## config.mk

```make
export PLATFORM = sky130hd
export DESIGN_NAME = event_status
export DESIGN_NICKNAME = d
export VERILOG_FILES = /design/src/verilog/event_status_pkg.sv /design/src/verilog/event_status.sv /design/src/verilog/sensor_sync.sv
export SDC_FILE = /design/constraint.sdc
export NUM_CORES = 1
export LEC_CHECK = 0
export BUFFER_PORTS_ARGS = -buffer_cell sky130_fd_sc_hd__buf_2
export CAP_MARGIN = 20
export CORE_MARGIN = 5
export CORE_UTILIZATION = 35
export DETAILED_ROUTE_END_ITERATION = 12
export PLACE_DENSITY = 0.61
export SETUP_SLACK_MARGIN = 0.05
export SLEW_MARGIN = 10
export SYNTH_ARGS = -nofsm -noshare
export SYNTH_HDL_FRONTEND = slang
export SYNTH_SLANG_ARGS = --single-unit
```

## constraint.sdc

```tcl
create_clock -name mclk -period 3.65 [get_ports mclk]
set_input_delay 0.1825 -clock mclk [delete_from_list [all_inputs] [get_ports mclk]]
set_output_delay 0.1825 -clock mclk [all_outputs]
set_load 0.01 [all_outputs]
```

## src/verilog/event_status_pkg.sv

```systemverilog
// Purpose : constants for the position counter status and interrupt block
// Assumes : one clock, mclk at 10 MHz; 16-bit registers
// Notes   : register select codes are the index on reg_sel
//
// Contract
// - each bad-sequence event stores the three sensor levels in status 14:12.
// - each bad-sequence event stores the decoder state in status 10:8.
// - illegal transition sets status bit 2; writing one clears it.
// - reverse counter wraps at modulus or FFFF to zero, sets status bit 1.
// - forward counter wraps at modulus or FFFF to zero, sets status bit 0.
// - bad-sequence flag always set; interrupt only when control bit 15 set.
// - reverse wrap interrupts only when control bit 14 set; flag always.
// - forward wrap interrupts only when control bit 13 set; flag always.
// - while enabled, only status, the three enables and unit enable bit 7 stay writable.
// - modulus zero disables the modulus; counter uses full 16-bit range.
// - enabled sources raise the request while only the counting clock runs.
package event_status_pkg;
  localparam logic       SEL_STATUS      = 1'b0;
  localparam logic       SEL_CONTROL     = 1'b1;
  localparam int         POS_IN_SNAP     = 12;
  localparam int         POS_ST_SNAP     = 8;
  localparam int         POS_BAD_FLAG    = 2;
  localparam int         POS_REV_FLAG    = 1;
  localparam int         POS_FWD_FLAG    = 0;
  localparam int         POS_BAD_IE      = 15;
  localparam int         POS_REV_IE      = 14;
  localparam int         POS_FWD_IE      = 13;
  localparam int         POS_UNIT_ENABLE = 7;
  localparam logic [15:0] STATUS_RSVD    = 16'h88F8;
  localparam logic [15:0] CTRL_OPEN_MASK = 16'hE080;
  localparam logic [15:0] CTRL_RESET     = 16'h0000;
  localparam logic [15:0] COUNT_RESET    = 16'h0000;
  localparam logic [15:0] COUNT_FULL     = 16'hFFFF;
  localparam logic [15:0] MOD_OFF        = 16'h0000;
endpackage : event_status_pkg

```

## src/verilog/event_status.sv

```systemverilog
// Purpose : status flags, snapshots, wrap counters and interrupt request
// Assumes : decoder and filter share mclk and deliver one-cycle strobes
// Notes   : register port answers reads one cycle after the select
`timescale 1ns/1ps
module event_status (
  input  wire logic        mclk,            // block clock, 10 MHz
  input  wire logic        rst_n,           // synchronous reset, active low
  input  wire logic        reg_sel,         // 0 status, 1 control
  input  wire logic        reg_wr,          // write strobe, one cycle
  input  wire logic [15:0] reg_wdata,       // write data
  output logic      [15:0] reg_rdata,       // selected register, registered
  input  wire logic [2:0]  sensor_inputs,   // sensor pins, asynchronous
  output logic      [2:0]  sensor_level,    // synchronised sensor levels
  input  wire logic        bad_event,       // illegal transition strobe
  input  wire logic [2:0]  decoder_state,   // decoder state this cycle
  input  wire logic        fwd_step,        // forward count strobe
  input  wire logic        rev_step,        // reverse count strobe
  input  wire logic [15:0] forward_modulus, // forward wrap value, 0 = off
  input  wire logic [15:0] reverse_modulus, // reverse wrap value, 0 = off
  output logic      [15:0] forward_count,   // forward counter
  output logic      [15:0] reverse_count,   // reverse counter
  output logic      [15:0] control_config,  // control register
  output logic             irq              // interrupt request level
);
  // ********************************************************************
  // input synchroniser
  // ********************************************************************
  logic [2:0] sensor_now;

  sensor_sync #(.WIDTH(3)) u_sync (
    .mclk  (mclk),
    .rst_n (rst_n),
    .pin   (sensor_inputs),
    .level (sensor_now)
  );

  // ********************************************************************
  // state
  // ********************************************************************
  logic [2:0]  invalid_input_snapshot;
  logic [2:0]  invalid_state_snapshot;
  logic        bad_sequence_flag;
  logic        reverse_wrap_flag;
  logic        forward_wrap_flag;
  logic [2:0]  next_in_snap;
  logic [2:0]  next_st_snap;
  logic        next_bad;
  logic        next_rev;
  logic        next_fwd;
  logic [15:0] next_fcount;
  logic [15:0] next_rcount;
  logic [15:0] next_ctrl;
  logic [15:0] next_rdata;
  logic        next_irq;
  logic [15:0] fwd_limit;
  logic [15:0] rev_limit;
  logic        fwd_wrap;
  logic        rev_wrap;
  logic        wr_status;
  logic        wr_ctrl;
  logic        unit_enable;
  logic        bad_sequence_irq_enable;
  logic        reverse_wrap_irq_enable;
  logic        forward_wrap_irq_enable;
  logic [15:0] status_view;

  assign unit_enable = control_config[event_status_pkg::POS_UNIT_ENABLE];
  assign bad_sequence_irq_enable =
    control_config[event_status_pkg::POS_BAD_IE];
  assign reverse_wrap_irq_enable =
    control_config[event_status_pkg::POS_REV_IE];
  assign forward_wrap_irq_enable =
    control_config[event_status_pkg::POS_FWD_IE];

  always_comb
  begin
    wr_status = reg_wr && (reg_sel == event_status_pkg::SEL_STATUS);
    wr_ctrl   = reg_wr && (reg_sel == event_status_pkg::SEL_CONTROL);

    // zero modulus means the counter runs the full range
    fwd_limit = (forward_modulus == event_status_pkg::MOD_OFF) ?
                event_status_pkg::COUNT_FULL : forward_modulus;
    rev_limit = (reverse_modulus == event_status_pkg::MOD_OFF) ?
                event_status_pkg::COUNT_FULL : reverse_modulus;
    fwd_wrap  = fwd_step && (forward_count == fwd_limit);
    rev_wrap  = rev_step && (reverse_count == rev_limit);

    next_fcount = forward_count;
    if (fwd_wrap)
    begin
      next_fcount = event_status_pkg::COUNT_RESET;
    end
    else if (fwd_step)
    begin
      next_fcount = forward_count + 16'h0001;
    end
    next_rcount = reverse_count;
    if (rev_wrap)
    begin
      next_rcount = event_status_pkg::COUNT_RESET;
    end
    else if (rev_step)
    begin
      next_rcount = reverse_count + 16'h0001;
    end

    // set beats a same-cycle clear; a zero written leaves the flag
    next_bad = (bad_sequence_flag &
               ~(wr_status & reg_wdata[event_status_pkg::POS_BAD_FLAG]))
               | bad_event;
    next_rev = (reverse_wrap_flag &
               ~(wr_status & reg_wdata[event_status_pkg::POS_REV_FLAG]))
               | rev_wrap;
    next_fwd = (forward_wrap_flag &
               ~(wr_status & reg_wdata[event_status_pkg::POS_FWD_FLAG]))
               | fwd_wrap;

    // snapshots ignore writes; the latest event overwrites
    next_in_snap = bad_event ? sensor_now : invalid_input_snapshot;
    next_st_snap = bad_event ? decoder_state : invalid_state_snapshot;

    next_ctrl = control_config;
    if (wr_ctrl)
    begin
      next_ctrl = unit_enable ?
        ((control_config & ~event_status_pkg::CTRL_OPEN_MASK) |
         (reg_wdata & event_status_pkg::CTRL_OPEN_MASK)) :
        reg_wdata;
    end

    status_view = 16'h0000;
    status_view[event_status_pkg::POS_IN_SNAP +: 3] = invalid_input_snapshot;
    status_view[event_status_pkg::POS_ST_SNAP +: 3] = invalid_state_snapshot;
    status_view[event_status_pkg::POS_BAD_FLAG] = bad_sequence_flag;
    status_view[event_status_pkg::POS_REV_FLAG] = reverse_wrap_flag;
    status_view[event_status_pkg::POS_FWD_FLAG] = forward_wrap_flag;
    next_rdata = (reg_sel == event_status_pkg::SEL_STATUS) ?
                 status_view : control_config;

    // request needs no bus activity, only the counting clock
    next_irq = (bad_sequence_flag & bad_sequence_irq_enable)
             | (reverse_wrap_flag & reverse_wrap_irq_enable)
             | (forward_wrap_flag & forward_wrap_irq_enable);
  end

  always_ff @(posedge mclk)
  begin
    if (!rst_n)
    begin
      invalid_input_snapshot <= 3'h0;
      invalid_state_snapshot <= 3'h0;
      bad_sequence_flag      <= 1'b0;
      reverse_wrap_flag      <= 1'b0;
      forward_wrap_flag      <= 1'b0;
      forward_count          <= event_status_pkg::COUNT_RESET;
      reverse_count          <= event_status_pkg::COUNT_RESET;
      control_config         <= event_status_pkg::CTRL_RESET;
      reg_rdata              <= 16'h0000;
      irq                    <= 1'b0;
      sensor_level           <= 3'h0;
    end
    else
    begin
      invalid_input_snapshot <= next_in_snap;
      invalid_state_snapshot <= next_st_snap;
      bad_sequence_flag      <= next_bad;
      reverse_wrap_flag      <= next_rev;
      forward_wrap_flag      <= next_fwd;
      forward_count          <= next_fcount;
      reverse_count          <= next_rcount;
      control_config         <= next_ctrl;
      reg_rdata              <= next_rdata;
      irq                    <= next_irq;
      sensor_level           <= sensor_now;
    end
  end
endmodule : event_status

```

## src/verilog/sensor_sync.sv

```systemverilog
// Purpose : three-stage synchroniser for the sensor input pins
// Assumes : pins are asynchronous to mclk
// Notes   : output changes only when stages two and three agree
`timescale 1ns/1ps
module sensor_sync #(
  parameter int WIDTH = 3
) (
  input  wire logic             mclk,   // block clock
  input  wire logic             rst_n,  // synchronous reset, active low
  input  wire logic [WIDTH-1:0] pin,    // raw pin levels
  output logic      [WIDTH-1:0] level   // settled levels
);
  logic [WIDTH-1:0] stage1;
  logic [WIDTH-1:0] stage2;
  logic [WIDTH-1:0] stage3;
  logic [WIDTH-1:0] next_level;

  genvar i;
  generate
    for (i = 0; i < WIDTH; i++)
    begin : g_bit
      // stage1 feeds stage2 only, so metastability never reaches a gate
      always_comb
      begin
        next_level[i] = (stage2[i] == stage3[i]) ? stage3[i] : level[i];
      end
    end
  endgenerate

  always_ff @(posedge mclk)
  begin
    if (!rst_n)
    begin
      stage1 <= '0;
      stage2 <= '0;
      stage3 <= '0;
      level  <= '0;
    end
    else
    begin
      stage1 <= pin;
      stage2 <= stage1;
      stage3 <= stage2;
      level  <= next_level;
    end
  end
endmodule : sensor_sync
```

# ---- Word level (Yosys, flattened, before mapping)
# Index checks and enable logic that the tools add are counted.
dict set report classes {
  reduce_logical 9
  n_mux 4
  addsub 2
  n_bitwise 20
  eq_ne 5
}
# operator count
set op_table {}
lappend op_table {{2-to-1 mux 16 bit} 3}
lappend op_table {{adder 16 x 1 -> 16 bit (second input constant)} 2}
lappend op_table {{== test 16 bit} 2}
lappend op_table {{logical NOT 16 bit} 2}
lappend op_table {{OR 13 x 16 -> 16 bit} 1}
lappend op_table {{2-to-1 mux 15 bit} 1}
lappend op_table {{bitwise AND 1 bit} 9}
lappend op_table {{NOT 1 bit} 5}
lappend op_table {{OR 1 bit} 5}
lappend op_table {{logical AND 1 bit} 4}
lappend op_table {{OR reduction 2 bit} 2}
lappend op_table {{== test 1 bit} 3}
lappend op_table {{AND reduction 2 bit} 1}
dict set report word_totals {
  elab_cells 58
  inputBits 61
  regBits 89
  out_inout_bits 68
}

# ---- Longest topological paths before layout
# Gate-level depths: netlist of the first run.
dict set report logic_depth {
  word_depth 6
  ltp_mapped 8
  depth_no_buf 7
}

# ---- Modules after synthesis
# A second synthesis of the first run with hierarchy kept.
dict set report hier_totals {
  hier_cells 462
  area_unflattened_um2 4146.5
}
# module cells_each area_each_um2 instances seq_area_each_um2
set by_module_without_submodules {}
lappend by_module_without_submodules {event_status 431 3778.6 1 1541.5}
lappend by_module_without_submodules {sensor_sync 31 367.9 1 240.2}

# ---- Least setup slack after synthesis of the first run
# Ideal clock, no wire load.
dict set report synth_path {
  path_type {flip-flop to flip-flop}
  from {reg reverse_count[11]}
  to {reg reverse_count[11]}
  slack_ns 1.292
  setup_ns 0.115
  period_less_slack_ns 2.358
  path_stages_with_launch 8
  t_required_ns 3.535
  arrival_ns 2.243
  n_path_buf 1
  cell_sequence {dfxtp_1 -> nor4bb_1 -> a211oi_1 -> or3_2 -> a2111o_1 -> o41ai_4 -> buf_6 -> nor2_2}
}
dict set report synth_via {
  elab_chain_len 3
}
# element line_no
set synth_rtl {}
lappend synth_rtl {{start: declaration} event_status.sv:21} ;# output logic [15:0] reverse_count,
lappend synth_rtl {{start signal: assignment} event_status.sv:156} ;# reverse_count <= event_status_pkg::COUNT_RESET;
lappend synth_rtl {{start signal: assignment} event_status.sv:170} ;# reverse_count <= next_rcount;
lappend synth_rtl {{branches (longest 3 deep; another with adder 16 x 1 -> 16 bit)} -}
# Parallel ways; which one is timed is not known.
# A chain may end at the register's enable or synchronous reset.

# ---- Worst setup path after layout of the first run
dict set report layout_path {
  from {in forward_modulus[3]}
  to {reg forward_count[0]}
}
dict set report layout_via {
  elab_chain_len 5
}
# element line_no
set layout_rtl {}
lappend layout_rtl {{start: declaration} event_status.sv:18} ;# input wire logic [15:0] forward_modulus,
lappend layout_rtl {{logical NOT 16 bit} event_status.sv:81} ;# fwd_limit = (forward_modulus == event_status_pkg::MOD_OFF) ?
lappend layout_rtl {{2-to-1 mux 16 bit (*)} event_status.sv:81}
lappend layout_rtl {{== test 16 bit (*)} event_status.sv:85} ;# fwd_wrap = fwd_step && (forward_count == fwd_limit);
lappend layout_rtl {{logical AND 1 bit (*)} event_status.sv:85}
lappend layout_rtl {{OR reduction 2 bit (no source line) (*)} -}
lappend layout_rtl {{end signal: assignment} event_status.sv:155} ;# forward_count <= event_status_pkg::COUNT_RESET;
lappend layout_rtl {{end signal: assignment} event_status.sv:169} ;# forward_count <= next_fcount;
lappend layout_rtl {{end: declaration} event_status.sv:20} ;# output logic [15:0] forward_count,
# Mark *: on every way between the ends. The rest lies on a longest branch, timed or not.

==> results by group, run 1 <==
Routing
  – DR WL met2: about 5 mm
  – Final ANT Viol Nets: 0
  – Wire length per cell: 14.8 microns
  – Via count: between 3000 and 4000
  – DRT Pass-1 Iters: 4
  – # DRC: 0
  – Routed wl met3: roughly 740 microns
  – Top sig layer: met4
  – Starting DRT DRC Count: approximately 240
  – Via-to-Cell Ratio: approximately 5.1
  – Met1 Wirelength: 4.85 mm
  – Final wirelength: ~11 mm

STA
  – Slew HR: 0.360
  – TNS Setup: 0 ns
  – RSZ-0062 raised after global routing: no
  – Final min period: between 2 and 3 ns
  – Setup violators final: 0
  – Worst slew pin tran: ~0.96 ns
  – Final period utilization: 0.710
  – Fin. Hold Viols: 0
  – Final max-slew violation count: 0
  – Peak Freq: 386 MHz
  – Clk_skew: 0.00605 ns

Critical path
  – RR Startpoint: forward_count[3]$_SDFFE_PP0P_
  – CP Max Fanout: 16
  – Critical Path End Type: flip-flop
  – Reg2Reg Depth: 6
  – WS Path Type: primary input to flip-flop
  – FF-to-FF setup slack: ~1.2 ns
  – Crit start category: primary input
  – Req. time, crit path: 3.83 ns
  – Arr. time, crit path: around 2.8 ns
  – Critical Path Start: forward_modulus[3]
  – Crit Reg-Reg Endpoint: forward_count[0]$_SDFFE_PP0P_

Logic synthesis
  – Seq/Total Area, Yosys: 0.428
  – Synth cell types: 53
  – Post-synth net total: about 520
  – Async set-reset flop share out of synthesis: 0
  – Main area contributors after synthesis: dfxtp_1 (43%), xnor2_1 (6.1%), nand2_1 (5.3%), mux2i_1 (4.1%), a21boi_0 (4.0%)
  – Mapped cell area: roughly 0.0042 sq mm
  – Count leader, synth: dfxtp_1
  – FF+latch count, synth: between 80 and 90
  – EDFF count, synth: 0
  – Synth Area per Inst: approximately 9.1 sq um
  – Yosys top cell area share: 0.428
  – Synth warnings: 0
  – Syn Inst Count: 460
  – Commonest cells post-synth: dfxtp_1 (89), nand2_1 (59), nor2_1 (32)
  – Ys flop type: dfxtp_1
  – Yosys top cell by area: dfxtp_1

Clock network
  – Worst skew pair latency: 0.33 ns
  – Clock Sink Count: 89
  – TritonCTS clock tree: built
  – CTS Root Cell: clkbuf_16
  – Max clock buf depth: 2
  – Post-cts sizing count: 0
  – CTS Hold Bufs: 0
  – TritonCTS Buffers: 9
  – H-tree depth: 3
  – Clk pin slew, worst setup/hold paths: ~0.060 ns
  – Post-CTS setup buffers: 0

Final layout
  – Final net count: around 650
  – Final instance area: between 0.005 and 0.006 sq mm
  – Share of post-route cells with drive strength above 1: 0.278
  – Diode count: 0
  – Area delta synth->final: 24.5%

Placed design
  – Post-DP HPWL: between 8 and 9 mm
  – Routability cong.: between 0.8 and 0.9
  – Placed cell areas: 0.00491 sq mm
  – Buffers on Ports: between 100 and 150

Global route
  – Largest net degree at the start of global routing: 60
  – Vias in the first global route: 3654
  – GRT overflow: 0
  – Initial antenna violation count: 0
  – Total track usage: 0.153
  – First-pass GRT wire length: about 18 mm

Power and ir drop
  – VDD IR max: approximately 0.18 mV
  – Pwr Density: between 300 and 400 mW/mm^2
  – Leakage: approximately 2.2 nW

Die
  – Initial Util: 0.360
  – Row count: 39
  – Die width: around 120 microns
  – Core area: 0.0116 sq mm
  – IO Count: approximately 130
  – Die Span Y: 119 microns
  – Die area: 0.0142 sq mm

Outcome
  – Status: finished, final reports clean

Worst hold path
  – WHS Endpoint: u_sync.stage1[0]$_SDFF_PN0_
  – Hold wc startpoint: sensor_inputs[0]
  – Cell depth of the worst hold path: 2
  – Hold crit path type: primary input to flip-flop

Job
  – Max Cap Viol: 0
registers in the layout (all words and copies together) (netlist names), 16 cells and up:
signal and cells:
reverse_count 16, control_config 16, reg_rdata 16, forward_count 16
worst max path at each step:
stage | endpoint | slack [ns]
3_3_place_gp | forward_count[2]$_SDFFE_PP0P_ | 0.81
3_5_place_dp | forward_count[0]$_SDFFE_PP0P_ | 0.74
5_1_grt | forward_count[1]$_SDFFE_PP0P_ | 0.86
2_1_floorplan | reverse_count[11]$_SDFFE_PP0P_ | 1.29
4_1_cts | forward_count[0]$_SDFFE_PP0P_ | 1.08
6_report | forward_count[0]$_SDFFE_PP0P_ | 1.06
worst max-delay path, cell delays in order:
cell     delay (ns)
buf_2          0.11
nor4_1         0.47
nand4_1        0.33
or2_2          0.38
a311o_1        0.31
o41ai_4        0.85
nor2_1         0.12
cell type report:
cell class	instances	area [sq um]
clock buffer	13	250
clock inverter	3	25.0
inverter	15	56.3
fill	1146	6380
timing repair buffer	129	648
sequential	89	1780
multi-input combinational	338	2240
tap	143	179
cell families (layout without fill, tap and decap cells):
logic type / after synthesis / count (layout) / synth area share
AO/OA/AOI/OAI: 71 / 71 / 0.137
adder cells (fa/ha/maj): 2 / 2 / 0.00601
flip-flops: 89 / 89 / 0.428
buffers and inverters: 33 / 160 / 0.0333
XOR/XNOR: 44 / 44 / 0.0925
AND/OR/NAND/NOR: 204 / 204 / 0.262
multiplexers: 17 / 17 / 0.0409
per-stage QoR:
| step | util | hold slack [ns] | total power, W | setup WS (ns) | cells |
|---|---|---|---|---|---|
| final | 0.448 | 0.0547 | 0.00206 | 1.06 | 730 |
| after CTS | 0.448 | 0.0374 | 0.00209 | 1.08 | 730 |
| after global routing | 0.448 | 0.0602 | 0.00216 | 0.863 | 730 |
| after global placement | 0.425 | 0.392 | 0.00123 | 0.807 | 714 |
| after floorplan | - | 0.310 | 0.00114 | 1.29 | 460 |
| after detailed placement | 0.425 | 0.391 | 0.00123 | 0.741 | 714 |
metal layers:
metal  GRT usage  vias to the layer above
met4      0.0681                        0
met5           0                        -
met2       0.248                      124
met3      0.0384                       18
li1            -                     1852
met1       0.191                     1749
power breakdown:
part	internal (W)	switching [W]
clock	0.000484	0.000368
sequential	0.000995	0.0000214
combinational	0.0000853	0.000105
cell usage in the layout (no fill, tap or decap), types with 5 or more instances in the layout:
cell       instances
mux2i_1           17
a21oi_1            8
and2_1            14
nand4_1            9
a21boi_0          22
and3_1            17
nor2b_1           21
xnor2_1           29
nand3_1           10
o21ai_0            5
xor2_1            15
dfxtp_1           89
nor2_1            32
nand2_1           59
clkbuf_16          9
nor4_1             8
buf_2            128
nor2_2            10
nor3_1             6
inv_1             15
(Power assumes the default switching activity.)
==> inputs of run 2 (changes only) <==
--- a/config.mk
+++ b/config.mk
@@ -5,6 +5,7 @@
 export SDC_FILE = /design/constraint.sdc
 export NUM_CORES = 1
 export LEC_CHECK = 0
+export ABC_AREA = 1
 export BUFFER_PORTS_ARGS = -buffer_cell sky130_fd_sc_hd__buf_2
 export CAP_MARGIN = 20
 export CORE_MARGIN = 5
==> constraint.sdc (replaced) <==
create_clock -name mclk -period 2.56 [get_ports mclk]
set_input_delay 0.128 -clock mclk [delete_from_list [all_inputs] [get_ports mclk]]
set_output_delay 0.128 -clock mclk [all_outputs]
set_load 0.01 [all_outputs]
==> run 2 against run 1 <==
Synthesized area is 2.0% higher. Clock skew is 0.0014 ns higher. Total power is 46% higher. Sequential cell count stayed put. Register-to-register slack worse by 0.58 ns. Global-route usage is 0.60 points lower. Core utilization is 0.75 points lower. Combinational power is 63% higher.
==> results by group, run 2 <==
Global route
  – Largest net degree at the start of global routing: 49 (was 60)
  – Most used routing layer: met2 (unchanged)
  – Initial antenna violation count: 0 (unchanged)
  – Met2 GRT Util: 0.253 (was 0.248)
  – GRT overflow: 0 (unchanged)
  – First-pass GRT wire length: 17.5 mm (was 18.0 mm)
  – Grt met3 use: 0.0377 (was 0.0384)
  – Total track usage: 0.147 (was 0.153)
  – GR Util met1: 0.178 (was 0.191)
  – Vias in the first global route: 3775 (was 3654)

Critical path
  – Req. time, crit path: 2.79 ns (was 3.83 ns)
  – Crit Reg-Reg Endpoint: reverse_count[15]$_SDFFE_PP0P_ (was forward_count[0]$_SDFFE_PP0P_)
  – Arr. time, crit path: 2.22 ns (was 2.77 ns)
  – WS Path Type: flip-flop to flip-flop (was primary input to flip-flop)
  – CP Max Fanout: 5 (was 16)
  – Critical Path End Type: flip-flop (unchanged)
  – RR Startpoint: reverse_count[0]$_SDFFE_PP0P_ (was forward_count[3]$_SDFFE_PP0P_)
  – FF-to-FF setup slack: 0.57 ns (was 1.15 ns)
  – Crit start category: flip-flop (was primary input)
  – Reg2Reg Depth: 7 (was 6)

Logic synthesis
  – Async set-reset flop share out of synthesis: 0 (unchanged)
  – Mapped cell area: 0.00425 sq mm (was 0.00417 sq mm)
  – Count leader, synth: nand2_1 (was dfxtp_1)
  – Synth Area per Inst: 7.01 sq um (was 9.05 sq um)
  – Post-synth net total: 669 (was 523)
  – Synth cell types: 26 (was 53)
  – Commonest cells post-synth: nand2_1 (127), nor2_1 (105), inv_1 (100) (was dfxtp_1 (89), nand2_1 (59), nor2_1 (32))
  – Yosys top cell by area: dfxtp_1 (unchanged)
  – Yosys top cell area share: 0.419 (was 0.428)
  – Synth warnings: 0 (unchanged)
  – Seq/Total Area, Yosys: 0.419 (was 0.428)
  – Main area contributors after synthesis: dfxtp_1 (42%), nand2_1 (11%), nor2_1 (9.3%), inv_1 (8.8%), xor2_1 (6.4%) (was dfxtp_1 (43%), xnor2_1 (6.1%), nand2_1 (5.3%), mux2i_1 (4.1%), a21boi_0 (4.0%))
  – Syn Inst Count: 606 (was 460)
  – Ys flop type: dfxtp_1 (unchanged)
  – FF+latch count, synth: 89 (unchanged)
  – EDFF count, synth: 0 (unchanged)

Power and ir drop
  – Part of the power in the clock network: 0.412 (was 0.414)
  – Sw frac: 0.261 (was 0.240)
  – Sequential fraction of design power: 0.485 (was 0.494)
  – Cell-internal power: 0.00222 W (was 0.00157 W)
  – Pwr Density: 571 mW/mm^2 (was 397 mW/mm^2)
  – Leakage: 2.72 nW (was 2.24 nW)
  – VDD IR max: 0.255 mV (was 0.182 mV)
  – Comb pwr share: 0.103 (was 0.092)
  – Sw Pwr: 0.000786 W (was 0.000494 W)

Placed design
  – Post-DP HPWL: 8.02 mm (was 8.21 mm)
  – Buffers on Ports: 128 (unchanged)
  – Routability cong.: 0.886 (was 0.892)

STA
  – Slew HR: 0.468 (was 0.360)
  – Peak Freq: ~500 MHz
  – Setup violators final: 0 (unchanged)
  – Final period utilization: 0.779
  – Fin. Hold Viols: 0 (unchanged)
  – Worst slew pin tran: 0.798 ns (was 0.956 ns)
  – TNS Setup: 0 ns (unchanged)
  – Clk_skew: 0.00746 ns (was 0.00605 ns)
  – RSZ-0062 raised after global routing: no (unchanged)
  – Final max-slew violation count: 0 (unchanged)
  – Final min period: between 1.5 and 2 ns

Clock network
  – Clk pin slew, worst setup/hold paths: 0.07 ns (was 0.06 ns)
  – Max clock buf depth: 2 (unchanged)
  – Post-cts sizing count: 0 (unchanged)
  – H-tree depth: 3 (unchanged)
  – TritonCTS Buffers: 9 (unchanged)
  – TritonCTS clock tree: built (unchanged)
  – Worst skew pair latency: 0.34 ns (was 0.33 ns)
  – CTS Root Cell: clkbuf_16 (unchanged)
  – Clock Sink Count: 89 (unchanged)

Final layout
  – Most frequent cells in the layout: buf_2 (128), nand2_1 (127), nor2_1 (105) (was buf_2 (128), dfxtp_1 (89), nand2_1 (59))
  – Share of post-route cells with drive strength above 1: 0.239 (was 0.278)
  – FF/Latch Area: 0.00178 sq mm (unchanged)
  – Multi-input gate area: 0.00197 sq mm (was 0.00224 sq mm)
  – Leading cell type in the layout, fill and taps excluded: buf_2 (unchanged)
  – Diode count: 0 (unchanged)
  – Layout fillers: 1255 (was 1146)
  – Final Util: 0.441 (was 0.448)
  – Area delta synth->final: 24.1% (was 24.5%)
  – Final net count: 798 (was 645)

Job
  – Max Cap Viol: 0 (unchanged)

Die
  – IO Count: 129 (unchanged)
  – Die area: 0.0144 sq mm (was 0.0142 sq mm)
  – Initial Util: 0.355 (was 0.360)
  – Die Span Y: 120 microns (was 119 microns)
  – Core area: 0.0120 sq mm (was 0.0116 sq mm)
  – Die width: 120 microns (was 119 microns)
  – Row count: 40 (was 39)

Routing
  – Wire length per cell: 11.8 microns (was 14.8 microns)
  – Final ANT Viol Nets: 0 (unchanged)
  – Starting DRT DRC Count: 177 (was 235)
  – Via count: 3985 (was 3743)
  – Via-to-Cell Ratio: 4.49 (was 5.13)
  – # DRC: 0 (unchanged)
  – DRT Pass-1 Iters: 4 (unchanged)
  – Final wirelength: 10.5 mm (was 10.8 mm)

Worst hold path
  – Cell depth of the worst hold path: 3 (was 2)
  – Hold crit path type: primary input to flip-flop (unchanged)
  – WHS Endpoint: control_config[10]$_SDFFE_PN0P_ (was u_sync.stage1[0]$_SDFF_PN0_)
  – Hold wc startpoint: reg_wdata[10] (was sensor_inputs[0])

Outcome
  – Status: finished, final reports clean (unchanged)
-- run 2: cell count changes after synthesis, moves of 22 or more --
| cell | before | now |
|---|---|---|
| a21boi_0 | 22 | 0 |
| inv_1 | 15 | 100 |
| nand2_1 | 59 | 127 |
| nor2_1 | 32 | 105 |
| o21ai_0 | 5 | 36 |
| xnor2_1 | 29 | 5 |
-- run 2: worst max-delay path, stage by stage, from the launching register on --
cell	delay, ns
dfxtp_1	0.42
inv_1	0.11
nor4_1	0.56
nand3_1	0.22
nor2_1	0.22
nand3_1	0.12
xor2_1	0.17
nor2_1	0.06
-- run 2: cells by family (layout without fill, tap and decap cells) --
logic type	count (synthesis)	in the layout	synth area share
fa+ha+maj	2	2	0.00589
xor+xnor	37	37	0.0781
buf+inv	115	249	0.116
flops	89	89	0.419
compound gates	57	57	0.0689
simple gates	306	306	0.311
-- run 2: how the worst max path moves through the flow --
stage	slack [ns]	endpoint	start	depth (start not counted)
2_1_floorplan	0.84	reverse_count[14]$_SDFFE_PP0P_	reverse_count[0]$_SDFFE_PP0P_	10
3_3_place_gp	0.55	reverse_count[0]$_SDFFE_PP0P_	reverse_modulus[15]	12
5_1_grt	0.37	forward_count[15]$_SDFFE_PP0P_	forward_count[1]$_SDFFE_PP0P_	9
3_5_place_dp	0.53	reverse_count[1]$_SDFFE_PP0P_	reverse_modulus[10]	12
4_1_cts	0.56	reverse_count[15]$_SDFFE_PP0P_	reverse_count[0]$_SDFFE_PP0P_	7
6_report	0.57	reverse_count[15]$_SDFFE_PP0P_	reverse_count[0]$_SDFFE_PP0P_	7
-- run 2: power groups by stage --
stage | sequential (W) | combinational [W] | clock [W]
after global placement | 0.00149 | 0.000302 | 0
after global routing | 0.00147 | 0.000354 | 0.00135
after CTS | 0.00146 | 0.000314 | 0.00128
after floorplan | 0.00151 | 0.000166 | 0
final | 0.00146 | 0.000309 | 0.00124
after detailed placement | 0.00149 | 0.000308 | 0
-- run 2: metrics by stage --
step           instances  setup WS (ns)  hold WS (ns)  instance area (sq um)  total power (W)
3_5_place_dp         868          0.529         0.311                   4960          0.00180
6_report             887          0.567        0.0183                   5270          0.00301
3_3_place_gp         868          0.551         0.309                   4960          0.00179
2_1_floorplan        606          0.836         0.226                   4250          0.00167
5_1_grt              887          0.374        0.0152                   5270          0.00317
4_1_cts              887          0.563       0.00862                   5270          0.00306
-- run 2: area by class of cell --
cell class	count	share of cell area
Clock inverter	7	0.00997
Clock buffer	9	0.0427
Sequential cell	89	0.338
Tap cell	147	0.0349
Inverter	101	0.0719
Multi-Input combinational cell	402	0.374
Timing Repair Buffer	132	0.129
-- run 2: per-layer routing --
metal | share of wire | wire [microns]
met5 | 0 | 0
met4 | 0.016 | 168
met3 | 0.056 | 589
met2 | 0.49 | 5100
met1 | 0.44 | 4630
-- run 2: repair_timing --
item                                   CTS  global route
endpoints found under the hold margin    3             0
hold buffers                             3             0
setup buffers                            0             0
